`config.mk`:
```
export PLATFORM = sky130hd
export DESIGN_NAME = flash_isp_command_sequencer
export DESIGN_NICKNAME = d
export VERILOG_FILES = /design/src/logic/isp_seq_pkg.sv /design/src/logic/byte_fifo.sv /design/src/logic/flash_isp_command_sequencer.sv
export VERILOG_INCLUDE_DIRS = /design/src /design/src/logic
export SDC_FILE = /design/constraint.sdc
export NUM_CORES = 1
export LEC_CHECK = 0
export BUFFER_PORTS_ARGS = -buffer_cell sky130_fd_sc_hd__buf_2
export CORE_ASPECT_RATIO = 0.9
export CORE_MARGIN = 2
export CORE_UTILIZATION = 25
export CTS_BUF_LIST = sky130_fd_sc_hd__clkbuf_8
export CTS_CLUSTER_DIAMETER = 60
export DETAILED_ROUTE_END_ITERATION = 7
export PLACE_DENSITY = 0.49
export SETUP_SLACK_MARGIN = 0.02
export SLEW_MARGIN = 20
export SYNTH_ARGS = -nofsm -noshare
export SYNTH_HDL_FRONTEND = slang
export SYNTH_HIERARCHICAL = 1
export SYNTH_SLANG_ARGS = --single-unit
```
`constraint.sdc`:
```
create_clock -name clk -period 9.75 [get_ports clk]
set_input_delay 1.95 -clock clk [delete_from_list [all_inputs] [get_ports clk]]
set_output_delay 1.95 -clock clk [all_outputs]
set_load 0.005 [all_outputs]
```
`src/logic/isp_seq_regs.svh`:
```
`ifndef ISP_SEQ_REGS_SVH
`define ISP_SEQ_REGS_SVH
// register byte addresses on the wishbone bus
`define ADDR_FLASH_ADDR_HIGH 6'h00
`define ADDR_FLASH_ADDR_LOW 6'h04
`define ADDR_WRITE_VALUE 6'h08
`define ADDR_READ_RESULT 6'h0c
`define ADDR_TRANSFER_COUNT 6'h10
`define ADDR_RAM_POINTER 6'h14
`define ADDR_ACCUMULATOR 6'h18
`define ADDR_CALL_KEY 6'h1c
`define ADDR_PROGRAM_TIMING 6'h20
`define ADDR_CALL 6'h24
`define ADDR_STATUS 6'h28
// entry points
`define EP_PAGE_ERASE 8'h17
`define EP_MASS_ERASE 8'h1a
`define EP_READ_BYTE 8'h11
`define EP_BLOCK_READ 8'h26
`define EP_WRITE_BYTE 8'h14
`define EP_BLOCK_WRITE 8'h23
`define MASS_CONFIRM 8'h55
`define CALL_KEY_VALUE 8'h98
`define BLOCK_WRITE_MAX 8'h10
// key stays valid for this many instruction cycles
`define KEY_WINDOW 3'h6
// status bit positions
`define ST_BUSY 0
`define ST_ISP_MODE 1
`define ST_REJECTED 2
// fifo shape
`define FIFO_WIDTH 8
`define FIFO_DEPTH 4
`endif

```
`src/logic/isp_seq_pkg.sv`:
```
`default_nettype none
package isp_seq_pkg;
   typedef enum logic [2:0] {
      op_none,
      op_page_erase,
      op_mass_erase,
      op_read_byte,
      op_block_read,
      op_write_byte,
      op_block_write
   } op_e;
   typedef enum logic [2:0] {
      st_idle,
      st_flash_req,
      st_flash_wait,
      st_ram_req,
      st_ram_wait,
      st_done
   } state_e;
   typedef logic [7:0] byte_t;
endpackage
`default_nettype wire

```
`src/logic/byte_fifo.sv`:
```
`timescale 1ns/1ps
`default_nettype none
module byte_fifo #(
   parameter int WIDTH = 8,
   parameter int DEPTH = 4
) (
   input wire logic clk,
   input wire logic reset,
   input wire logic flush,
   input wire logic in_valid,
   output logic in_ready,
   input wire logic [WIDTH-1:0] in_data,
   output logic out_valid,
   input wire logic out_ready,
   output logic [WIDTH-1:0] out_data
);
   localparam int AW = $clog2(DEPTH);
   logic [WIDTH-1:0] mem [DEPTH];
   logic [AW:0] wr_ptr, rd_ptr, next_wr_ptr, next_rd_ptr;
   logic [AW:0] count;
   logic push, pop;
   assign count = wr_ptr - rd_ptr;
   assign in_ready = (count != DEPTH[AW:0]);
   assign out_valid = (count != '0);
   assign push = in_valid && in_ready;
   assign pop = out_valid && out_ready;
   assign out_data = mem[rd_ptr[AW-1:0]];
   always_comb
   begin
      next_wr_ptr = flush ? '0 : wr_ptr + (AW+1)'(push);
      next_rd_ptr = flush ? '0 : rd_ptr + (AW+1)'(pop);
   end
   always_ff @(posedge clk or posedge reset)
   begin
      if (reset)
      begin
         wr_ptr <= '0;
         rd_ptr <= '0;
      end
      else
      begin
         wr_ptr <= next_wr_ptr;
         rd_ptr <= next_rd_ptr;
      end
   end
   always_ff @(posedge clk)
   begin
      if (push)
         mem[wr_ptr[AW-1:0]] <= in_data;
   end
endmodule // byte_fifo
`default_nettype wire

```
`src/logic/flash_isp_command_sequencer.sv`:
```
// Behaviour
// - a call with the key valid starts the operation named by its entry point
// - entry 0x17 erases the page at the high/low flash address
// - entry 0x1A erases all flash only when accumulator holds 0x55
// - entry 0x11 reads one flash byte into the read result register
// - entry 0x26 copies n (0..255) flash bytes to RAM at the pointer
// - entry 0x14 programs the write value byte at the flash address
// - entry 0x23 copies n (0..16) RAM bytes at the pointer into flash
// - a user mass erase leaves the device in serial programming mode
//
// Register access over Wishbone and the placing of the registers were left to the implementer.
`timescale 1ns/1ps
`default_nettype none
`include "isp_seq_regs.svh"
module flash_isp_command_sequencer (
   input wire logic clk,
   input wire logic reset,
   input wire logic [5:0] wb_adr_i,
   input wire logic [31:0] wb_dat_i,
   output logic [31:0] wb_dat_o,
   input wire logic wb_we_i,
   input wire logic [3:0] wb_sel_i,
   input wire logic wb_cyc_i,
   input wire logic wb_stb_i,
   output logic wb_ack_o,
   input wire logic instr_cycle,
   output logic cpu_stall,
   output logic isp_mode,
   output logic flash_req,
   output logic [2:0] flash_cmd,
   output logic [15:0] flash_addr,
   output logic [7:0] flash_wdata,
   output logic [7:0] flash_timing,
   input wire logic flash_done,
   input wire logic [7:0] flash_rdata,
   output logic ram_req,
   output logic ram_we,
   output logic [7:0] ram_addr,
   output logic [7:0] ram_wdata,
   input wire logic ram_done,
   input wire logic [7:0] ram_rdata
);
   import isp_seq_pkg::*;
   // register file and sequencer state
   byte_t addr_high, addr_low, write_value, read_result, count, ram_ptr, acc;
   byte_t timing, remaining;
   logic [2:0] key_age;
   logic key_valid, rejected;
   op_e op;
   state_e state;
   byte_t next_addr_high, next_addr_low, next_write_value, next_read_result;
   byte_t next_count, next_ram_ptr, next_acc, next_timing, next_remaining;
   logic [2:0] next_key_age;
   logic next_key_valid, next_rejected, next_isp_mode, next_cpu_stall;
   op_e next_op;
   state_e next_state;
   logic next_ack;
   logic [31:0] next_dat;
   logic next_flash_req, next_ram_req, next_ram_we;
   logic [7:0] next_ram_addr;
   // fifo between flash and ram sides
   logic fifo_in_valid, fifo_in_ready, fifo_out_valid, fifo_out_ready, fifo_flush;
   byte_t fifo_in_data, fifo_out_data;
   logic wr_access;
   assign wr_access = wb_cyc_i && wb_stb_i && wb_we_i && wb_sel_i[0] && !wb_ack_o;
   byte_fifo #(.WIDTH(`FIFO_WIDTH), .DEPTH(`FIFO_DEPTH)) u_fifo (
      .clk(clk),
      .reset(reset),
      .flush(fifo_flush),
      .in_valid(fifo_in_valid),
      .in_ready(fifo_in_ready),
      .in_data(fifo_in_data),
      .out_valid(fifo_out_valid),
      .out_ready(fifo_out_ready),
      .out_data(fifo_out_data)
   );
   // block read: flash bytes enter the fifo, ram side drains it;
   // block write: ram bytes enter the fifo, flash side drains it
   always_comb
   begin
      fifo_flush = (state == st_idle);
      fifo_in_valid = 1'b0;
      fifo_in_data = flash_rdata;
      fifo_out_ready = 1'b0;
      if (op == op_block_read)
      begin
         fifo_in_valid = (state == st_flash_wait) && flash_done;
         fifo_out_ready = (state == st_ram_wait) && ram_done;
      end
      else if (op == op_block_write)
      begin
         fifo_in_valid = (state == st_ram_wait) && ram_done;
         fifo_in_data = ram_rdata;
         fifo_out_ready = (state == st_flash_wait) && flash_done;
      end
   end
   always_comb
   begin
      next_addr_high = addr_high;
      next_addr_low = addr_low;
      next_write_value = write_value;
      next_read_result = read_result;
      next_count = count;
      next_ram_ptr = ram_ptr;
      next_acc = acc;
      next_timing = timing;
      next_key_age = key_age;
      next_key_valid = key_valid;
      next_rejected = rejected;
      next_isp_mode = isp_mode;
      next_op = op;
      next_state = state;
      next_remaining = remaining;
      next_flash_req = 1'b0;
      next_ram_req = 1'b0;
      next_ram_we = ram_we;
      next_ram_addr = ram_addr;
      next_cpu_stall = cpu_stall;
      next_ack = wb_cyc_i && wb_stb_i && !wb_ack_o;
      next_dat = 32'h0;
      // key expires after its window of instruction cycles
      if (key_valid && instr_cycle)
      begin
         if (key_age == `KEY_WINDOW)
            next_key_valid = 1'b0;
         else
            next_key_age = key_age + 3'h1;
      end
      if (wb_cyc_i && wb_stb_i && !wb_we_i)
      begin
         case (wb_adr_i)
            `ADDR_FLASH_ADDR_HIGH: next_dat = {24'h0, addr_high};
            `ADDR_FLASH_ADDR_LOW: next_dat = {24'h0, addr_low};
            `ADDR_WRITE_VALUE: next_dat = {24'h0, write_value};
            `ADDR_READ_RESULT: next_dat = {24'h0, read_result};
            `ADDR_TRANSFER_COUNT: next_dat = {24'h0, count};
            `ADDR_RAM_POINTER: next_dat = {24'h0, ram_ptr};
            `ADDR_ACCUMULATOR: next_dat = {24'h0, acc};
            `ADDR_PROGRAM_TIMING: next_dat = {24'h0, timing};
            `ADDR_STATUS: next_dat = {29'h0, rejected, isp_mode, state != st_idle};
            default: next_dat = 32'h0;
         endcase
      end
      // bus writes to the registers are ignored while an operation runs; the flash address still steps
      if (wr_access && state == st_idle)
      begin
         case (wb_adr_i)
            `ADDR_FLASH_ADDR_HIGH: next_addr_high = wb_dat_i[7:0];
            `ADDR_FLASH_ADDR_LOW: next_addr_low = wb_dat_i[7:0];
            `ADDR_WRITE_VALUE: next_write_value = wb_dat_i[7:0];
            `ADDR_TRANSFER_COUNT: next_count = wb_dat_i[7:0];
            `ADDR_RAM_POINTER: next_ram_ptr = wb_dat_i[7:0];
            `ADDR_ACCUMULATOR: next_acc = wb_dat_i[7:0];
            `ADDR_PROGRAM_TIMING: next_timing = wb_dat_i[7:0];
            `ADDR_CALL_KEY:
            begin
               next_key_valid = (wb_dat_i[7:0] == `CALL_KEY_VALUE);
               next_key_age = 3'h0;
            end
            `ADDR_CALL:
            begin
               next_key_valid = 1'b0;
               next_rejected = 1'b1;
               if (key_valid)
               begin
                  next_rejected = 1'b0;
                  next_state = st_flash_req;
                  next_remaining = 8'h1;
                  next_cpu_stall = 1'b1;
                  case (wb_dat_i[7:0])
                     `EP_PAGE_ERASE: next_op = op_page_erase;
                     `EP_READ_BYTE: next_op = op_read_byte;
                     `EP_WRITE_BYTE: next_op = op_write_byte;
                     `EP_MASS_ERASE:
                     begin
                        next_op = op_mass_erase;
                        if (acc != `MASS_CONFIRM)
                        begin
                           // a refused erase must not leave its code behind for the flash side
                           next_op = op_none;
                           next_state = st_idle;
                           next_rejected = 1'b1;
                           next_cpu_stall = 1'b0;
                        end
                     end
                     `EP_BLOCK_READ:
                     begin
                        next_op = op_block_read;
                        next_remaining = count;
                     end
                     `EP_BLOCK_WRITE:
                     begin
                        next_op = op_block_write;
                        // over-long counts are clipped to one row
                        next_remaining = (count > `BLOCK_WRITE_MAX) ? `BLOCK_WRITE_MAX : count;
                        next_state = st_ram_req;
                     end
                     default:
                     begin
                        next_state = st_idle;
                        next_rejected = 1'b1;
                        next_cpu_stall = 1'b0;
                     end
                  endcase
                  if (next_remaining == 8'h0)
                  begin
                     next_state = st_done;
                  end
                  next_ram_addr = ram_ptr;
               end
            end
            default:
            begin
            end
         endcase
      end
      case (state)
         st_idle:
         begin
         end
         st_flash_req:
         begin
            // block read waits for room so the fifo never overflows
            if (op != op_block_read || fifo_in_ready)
            begin
               next_flash_req = 1'b1;
               next_state = st_flash_wait;
            end
         end
         st_flash_wait:
         begin
            if (flash_done)
            begin
               if (op == op_read_byte)
                  next_read_result = flash_rdata;
               if (op == op_mass_erase)
                  next_isp_mode = 1'b1;
               if (op == op_block_read)
                  next_state = st_ram_req;
               else if (op == op_block_write)
               begin
                  {next_addr_high, next_addr_low} = {addr_high, addr_low} + 16'h1;
                  next_remaining = remaining - 8'h1;
                  next_state = (remaining == 8'h1) ? st_done : st_ram_req;
               end
               else
                  next_state = st_done;
            end
         end
         st_ram_req:
         begin
            if (op == op_block_read || fifo_in_ready)
            begin
               next_ram_req = 1'b1;
               next_ram_we = (op == op_block_read);
               next_state = st_ram_wait;
            end
         end
         st_ram_wait:
         begin
            if (ram_done)
            begin
               next_ram_addr = ram_addr + 8'h1;
               if (op == op_block_write)
                  next_state = st_flash_req;
               else
               begin
                  {next_addr_high, next_addr_low} = {addr_high, addr_low} + 16'h1;
                  next_remaining = remaining - 8'h1;
                  next_state = (remaining == 8'h1) ? st_done : st_flash_req;
               end
            end
         end
         st_done:
         begin
            next_cpu_stall = 1'b0;
            next_op = op_none;
            next_state = st_idle;
         end
         default: next_state = st_idle;
      endcase
   end
   always_ff @(posedge clk or posedge reset)
   begin
      if (reset)
      begin
         addr_high <= 8'h0;
         addr_low <= 8'h0;
         write_value <= 8'h0;
         read_result <= 8'h0;
         count <= 8'h0;
         ram_ptr <= 8'h0;
         acc <= 8'h0;
         timing <= 8'h0;
         remaining <= 8'h0;
         key_age <= 3'h0;
         key_valid <= 1'b0;
         rejected <= 1'b0;
         isp_mode <= 1'b0;
         cpu_stall <= 1'b0;
         op <= op_none;
         state <= st_idle;
         wb_ack_o <= 1'b0;
         wb_dat_o <= 32'h0;
         flash_req <= 1'b0;
         ram_req <= 1'b0;
         ram_we <= 1'b0;
         ram_addr <= 8'h0;
      end
      else
      begin
         addr_high <= next_addr_high;
         addr_low <= next_addr_low;
         write_value <= next_write_value;
         read_result <= next_read_result;
         count <= next_count;
         ram_ptr <= next_ram_ptr;
         acc <= next_acc;
         timing <= next_timing;
         remaining <= next_remaining;
         key_age <= next_key_age;
         key_valid <= next_key_valid;
         rejected <= next_rejected;
         isp_mode <= next_isp_mode;
         cpu_stall <= next_cpu_stall;
         op <= next_op;
         state <= next_state;
         wb_ack_o <= next_ack;
         wb_dat_o <= next_dat;
         flash_req <= next_flash_req;
         ram_req <= next_ram_req;
         ram_we <= next_ram_we;
         ram_addr <= next_ram_addr;
      end
   end
   // flash-side outputs and ram_wdata registered from the state they describe
   always_ff @(posedge clk or posedge reset)
   begin
      if (reset)
      begin
         flash_cmd <= 3'h0;
         flash_addr <= 16'h0;
         flash_wdata <= 8'h0;
         flash_timing <= 8'h0;
         ram_wdata <= 8'h0;
      end
      else
      begin
         flash_cmd <= next_op;
         flash_addr <= {next_addr_high, next_addr_low};
         flash_wdata <= (op == op_block_write) ? fifo_out_data : write_value;
         flash_timing <= timing;
         ram_wdata <= fifo_out_data;
      end
   end
   chk_stall_on_op: assert property (@(posedge clk) disable iff (reset)
      (state != st_idle && state != st_done) |-> cpu_stall)
      else $error("processor not stalled during operation");
   chk_mass_confirm: assert property (@(posedge clk) disable iff (reset)
      (state == st_flash_req && op == op_mass_erase) |-> acc == `MASS_CONFIRM)
      else $error("mass erase without confirmation");
   chk_isp_mode_set: assert property (@(posedge clk) disable iff (reset)
      (state == st_flash_wait && flash_done && op == op_mass_erase) |=> isp_mode)
      else $error("mass erase did not enter isp mode");
   chk_read_result: assert property (@(posedge clk) disable iff (reset)
      (state == st_flash_wait && flash_done && op == op_read_byte)
      |=> read_result == $past(flash_rdata))
      else $error("read byte result wrong");
   chk_call_needs_key: assert property (@(posedge clk) disable iff (reset)
      (wr_access && wb_adr_i == `ADDR_CALL && state == st_idle && !key_valid)
      |=> state == st_idle && !cpu_stall && rejected)
      else $error("operation started without valid key");
   chk_block_write_max: assert property (@(posedge clk) disable iff (reset)
      (op == op_block_write) |-> remaining <= `BLOCK_WRITE_MAX)
      else $error("block write longer than sixteen");
   chk_done_releases: assert property (@(posedge clk) disable iff (reset)
      (state == st_done) |=> !cpu_stall && state == st_idle)
      else $error("stall not released after completion");
   chk_block_read_ram: assert property (@(posedge clk) disable iff (reset)
      (ram_req && op == op_block_read) |-> ram_we)
      else $error("block read ram access not a write");
endmodule // flash_isp_command_sequencer
`default_nettype wire

```
# Word level (Yosys, flattened, before mapping)
# Memories as Yosys holds them, arrays and structs flattened.
# Index checks and enable logic that the tools add are counted.
[op_classes]
n_eq_ne = 31
div_mod_pow = 0
n_mux = 91
mul = 0
order_cmp = 1
add_sub_neg = 7
n_reduce_logical = 38
shift = 0
bitwise = 0
[ops]
columns = ["op", "n"]
rows = [
  ["8-bit two-way mux", 35],
  ["8-bit one-hot mux with 9 select lines", 1],
  ["3-bit two-way mux", 23],
  ["8-bit one-hot mux with 2 select lines", 4],
  ["8-bit by 5-bit == test with 1-bit output, second input constant", 4],
  ["6-bit by 5-bit == test with 1-bit output, second input constant", 4],
  ["1-bit two-way mux", 21],
  ["6-bit == test, second input constant", 3],
  ["3-bit one-hot mux with 6 select lines", 1],
  ["16-bit by 1-bit adder with 16-bit output, second input constant", 1],
  ["8-bit by 6-bit == test with 1-bit output, second input constant", 2],
  ["3-bit == test, second input constant", 5],
  ["3-bit one-hot mux with 5 select lines", 1],
  ["2-bit AND reduction", 7],
  ["3-bit by 2-bit == test with 1-bit output, second input constant", 4],
  ["6-bit by 4-bit == test with 1-bit output, second input constant", 2],
  ["1-bit logical AND", 12],
  ["3-bit AND reduction", 3],
  ["8-bit by 1-bit adder with 8-bit output, second input constant", 1],
  ["8-bit by 1-bit == test with 1-bit output, second input constant", 1],
  ["8-bit == test, second input constant", 1],
  ["8-bit by 5-bit greater-than comparator with 1-bit output, second input constant", 1],
  ["8-bit logical NOT", 1],
  ["8-bit by 7-bit != test with 1-bit output, second input constant", 1],
  ["20 further kinds", 29],
]
[totals]
regBits = 175
latch_bits = 0
ramBits = 32
n_memories = 1
romBits = 0
elab_cells = 197
[memory_table]
columns = ["memory", "words", "word_bits", "read_ports", "rd_clocked_by_memory_dff", "write_ports", "line_no", "rtl"]
rows = [
  ["u_fifo.mem", 4, 8, 1, 0, 1, "byte_fifo.sv:18", "logic [WIDTH-1:0] mem [DEPTH];"],
]

# Longest topological paths before layout
[logic_depth]
word_depth = 13
mapped_depth = 11

# Hierarchy
# The synthesis kept the hierarchy.
[modules_own_cells]
columns = ["module", "area_each_um2", "cells_each", "seq_area_each_um2", "n_inst"]
rows = [
  ["flash_isp_command_sequencer", 6779.0, 668, 3228.1, 1],
  ["byte_fifo", 1560.2, 80, 1111.1, 1],
]

# Worst setup path after synthesis
# Ideal clock, no wire load.
[synth_path]
path_type = "input port to flip-flop"
startpoint = "input port flash_done"
endpoint = "memory u_fifo.mem[2][0], enable pin"
required_ns = 9.364
path_slack_ns = 6.118
stages = 5
t_arrival_ns = 3.246
path_cell_list = "nand3b_1 nand2b_1 o22ai_1 nand2_1 a211oi_1"
[synth_via]
elab_chain_len = 5
[synth_rtl]
columns = ["item", "line_no", "rtl"]
rows = [
  ["start, declared", "flash_isp_command_sequencer.sv:34", "input wire logic flash_done,"],
  ["1-bit logical AND", "flash_isp_command_sequencer.sv:87", "fifo_in_valid = (state == st_flash_wait) && flash_done;"],
  ["1-bit two-way mux", "flash_isp_command_sequencer.sv:85", "if (op == op_block_read)"],
  ["via fifo_in_valid", "flash_isp_command_sequencer.sv:62", "logic fifo_in_valid, fifo_in_ready, fifo_out_valid, fifo_out_ready, fifo_flush;"],
  ["1-bit logical AND", "byte_fifo.sv:25", "assign push = in_valid && in_ready;"],
  ["1-bit two-way mux", "byte_fifo.sv:48", "if (push)"],
  ["1-bit two-way mux (not written as such)", "byte_fifo.sv:49", "mem[wr_ptr[AW-1:0]] <= in_data;"],
  ["end, declared", "byte_fifo.sv:18", ""],
]
# The timed path passes the listed nets, and every way through them passes these cells.

# Worst setup path after layout
[layout_path]
startpoint = "input port wb_adr_i[1]"
endpoint = "register remaining[6]"
[layout_via]
elab_chain_len = 7
[layout_rtl]
columns = ["item", "line_no", "rtl"]
rows = [
  ["start, declared", "flash_isp_command_sequencer.sv:18", "input wire logic [5:0] wb_adr_i,"],
  ["6-bit == test *", "flash_isp_command_sequencer.sv:147", "case (wb_adr_i)"],
  ["8-bit two-way mux *", "flash_isp_command_sequencer.sv:147", ""],
  ["8-bit two-way mux *", "flash_isp_command_sequencer.sv:145", "if (wr_access && state == st_idle)"],
  ["8-bit two-way mux", "flash_isp_command_sequencer.sv:240", "else if (op == op_block_write)"],
  ["8-bit two-way mux", "flash_isp_command_sequencer.sv:238", "if (op == op_block_read)"],
  ["8-bit two-way mux", "flash_isp_command_sequencer.sv:232", "if (flash_done)"],
  ["8-bit one-hot mux with 2 select lines *", "flash_isp_command_sequencer.sv:217", "case (state)"],
  ["via next_remaining[6]", "flash_isp_command_sequencer.sv:52", "byte_t next_count, next_ram_ptr, next_acc, next_timing, next_remaining;"],
  ["end signal, assigned", "flash_isp_command_sequencer.sv:320", "remaining <= next_remaining;"],
  ["end, declared", "flash_isp_command_sequencer.sv:46", "byte_t timing, remaining;"],
]
# The timed path passes the listed nets; every way through them passes the cells marked *.
# A chain may end at the register's enable or synchronous reset.

==> impl_metrics.yaml <==
clock_network:
  cts_tree: "done"
  clk_pin_slew_ns: 0.11
  worstSkewPairLatency_ns: 0.49
  cts_buffer_depth: 2
  ctsRootBufferMaster: "clkbuf_8"
  cts_resized: 0
  clkSinkCount: 167
  h-tree-depth: 4
  postCtsSetupBuffers: 0
  cts-buffers-inserted: 17
  cts-hold-fix-buffers: 0
sta:
  finalSetupViolCount: 0
  grt_setup_unrepaired: "false"
  tns_ns: 0
  finClkSkew_ns: 0.0177
  post-route-min-period_ns: 3.82
  post-route-period-util_pct: 39.2
  worst_slew_pin_slew_ns: 0.942
  max_slew_margin_pct: 35.4
  drv_slew: 0
  fmax_mhz: 262
  timing.final.hold_violations: 0
global_routing:
  grt-ovfl-total: 0
  grt_pass1_vias: 6334
  grt_max_degree: 66
  grt_pass1_wl_mm: 39.5
  antenna_found_initial: 4
  grt.total_usage_pct: 15.4
die:
  core_mm2: 0.0329
  die_area_mm2: 0.0348
  rows: 63
  fp.dieH_um: 177
  start_util_pct: 25.4
  die_w_um: 196
  io_pins: 155
worst_setup_path:
  critPathLaunchType: "input port"
  cp.depth: 6
  path_cells: "buf_2 > nor4b_2 > nand4_1 > o21ai_2 > a21oi_1 > a311oi_1"
  path_buf_inv: 1
  worstSetupEndpointType: "register"
  path_delay_family: "simple AND/OR/NAND/NOR gates"
  critical_path.slowest_cell: "nand4_1"
  crit_path_max_fanout: 19
  worstSetupPathType: "in2reg"
  endpoint: "remaining[6]$_DFF_PP0_"
  arrival_ns: 4.18
  reg2reg_from: "flash_cmd[0]$_DFFE_PP0P_"
  startpoint: "wb_adr_i[1]"
  cpPeakStageDelay_ns: 0.77
  crit_required_ns: 10.11
  ff2ff_setup_slack_ns: 6.57
  r2r_end: "flash_addr[5]$_DFF_PP0_"
  reg2regPathDepth: 5
route:
  ant_nets: 0
  vias: 6378
  first_iter_violations: 476
  routed_wl_mm: 26.3
  drc_errors: 0
  viasPerCell: 4.96
  drt_pass1_iterations: 7
  wl_per_cell_um: 20.4
logic_synthesis:
  yosysWarnings: 6
  netlist_area_mm2: 0.00833
  syn_area_per_cell_um2: 11.2
  synth_cells: 747
hold_path:
  min_path_type: "reg2reg"
placement:
  io_buffers: 103
  gp_congestion: 0.870
  dp_hpwl_mm: 19.5
  dpl_cell_area_mm2: 0.00918
run_status:
  outcome: "completed"
power:
  powerDensity_mw_per_mm2: 197
  p_leak_nw: 4.15
  vdd_drop_max_uv: 76.6
cells_and_area:
  final_nets: 924
  final_common_cell: "dfrtp_1"
  nFillCells: 3411
  final_area_mm2: 0.00960
  final_cell_mix: "135 x dfrtp_1, 103 x buf_2, 92 x nand2_1"
  drive_gt1_share_pct: 27.0
  syn_to_final_growth_pct: 15.2
run:
  maxCapViolations: 0
[worst min path at each step]
stage	cells after the start	slack [ns]	start	to
3_3_place_gp	0	0.41	timing[6]$_DFFE_PP0P_	flash_timing[6]$_DFF_PP0_
4_1_cts	0	0.40	timing[3]$_DFFE_PP0P_	flash_timing[3]$_DFF_PP0_
5_1_grt	0	0.42	timing[3]$_DFFE_PP0P_	flash_timing[3]$_DFF_PP0_
6_report	0	0.40	timing[3]$_DFFE_PP0P_	flash_timing[3]$_DFF_PP0_
3_5_place_dp	0	0.40	timing[3]$_DFFE_PP0P_	flash_timing[3]$_DFF_PP0_
2_1_floorplan	0	0.37	timing[1]$_DFFE_PP0P_	flash_timing[1]$_DFF_PP0_
[final cells by class]
cell class / count / area, um^2 / area share, %
diodes: 4 / 10.0 / 0.104
inverters: 17 / 68.8 / 0.717
clock buffers: 17 / 234 / 2.44
clock inverters: 15 / 176 / 1.84
well taps: 422 / 528 / 5.50
multi-input cells: 532 / 3670 / 38.2
repair buffers: 111 / 576 / 5.99
flip-flops and latches: 167 / 4340 / 45.2
[power by group]
| group | switching [mW] | total, mW | leakage (nW) | internal (mW) |
|---|---|---|---|---|
| combinational | 0.280 | 0.447 | 1.91 | 0.167 |
| sequential | 0.111 | 0.925 | 2.04 | 0.814 |
| clock | 0.327 | 0.523 | 0.199 | 0.196 |
| total | 0.718 | 1.89 | 4.15 | 1.18 |
[per-layer routing]
layer | up-vias | part of all wire, % | GRT usage (%)
met3 | 23 | 5.4 | 3.37
met5 | - | 0 | 0
met1 | 3220 | 46 | 21.3
met2 | 189 | 46 | 24.1
li1 | 2946 | - | -
met4 | 0 | 1.6 | 4.17
[through the flow]
step	instances	total power [mW]	hold WS (ns)	util, %	setup WS, ns
after floorplan	770	1.20	0.368	-	4.36
after global placement	1249	1.38	0.409	27.9	5.41
after detailed placement	1249	1.39	0.398	27.9	5.42
after CTS	1281	1.91	0.404	29.2	5.92
after global routing	1285	2.01	0.422	29.2	5.66
final	1285	1.89	0.400	29.2	5.93
[sequential cells by signal, summed over array words and instances (netlist names), 8 cells and up]
register      count
acc               8
count             8
flash_addr       15
flash_timing      8
flash_wdata       8
ram_addr          8
ram_ptr           8
ram_wdata         8
read_result       8
remaining         8
timing            8
u_fifo/mem       32
wb_dat_o          8
write_value       8
No activity file was read; power rests on OpenSTA's default activity.
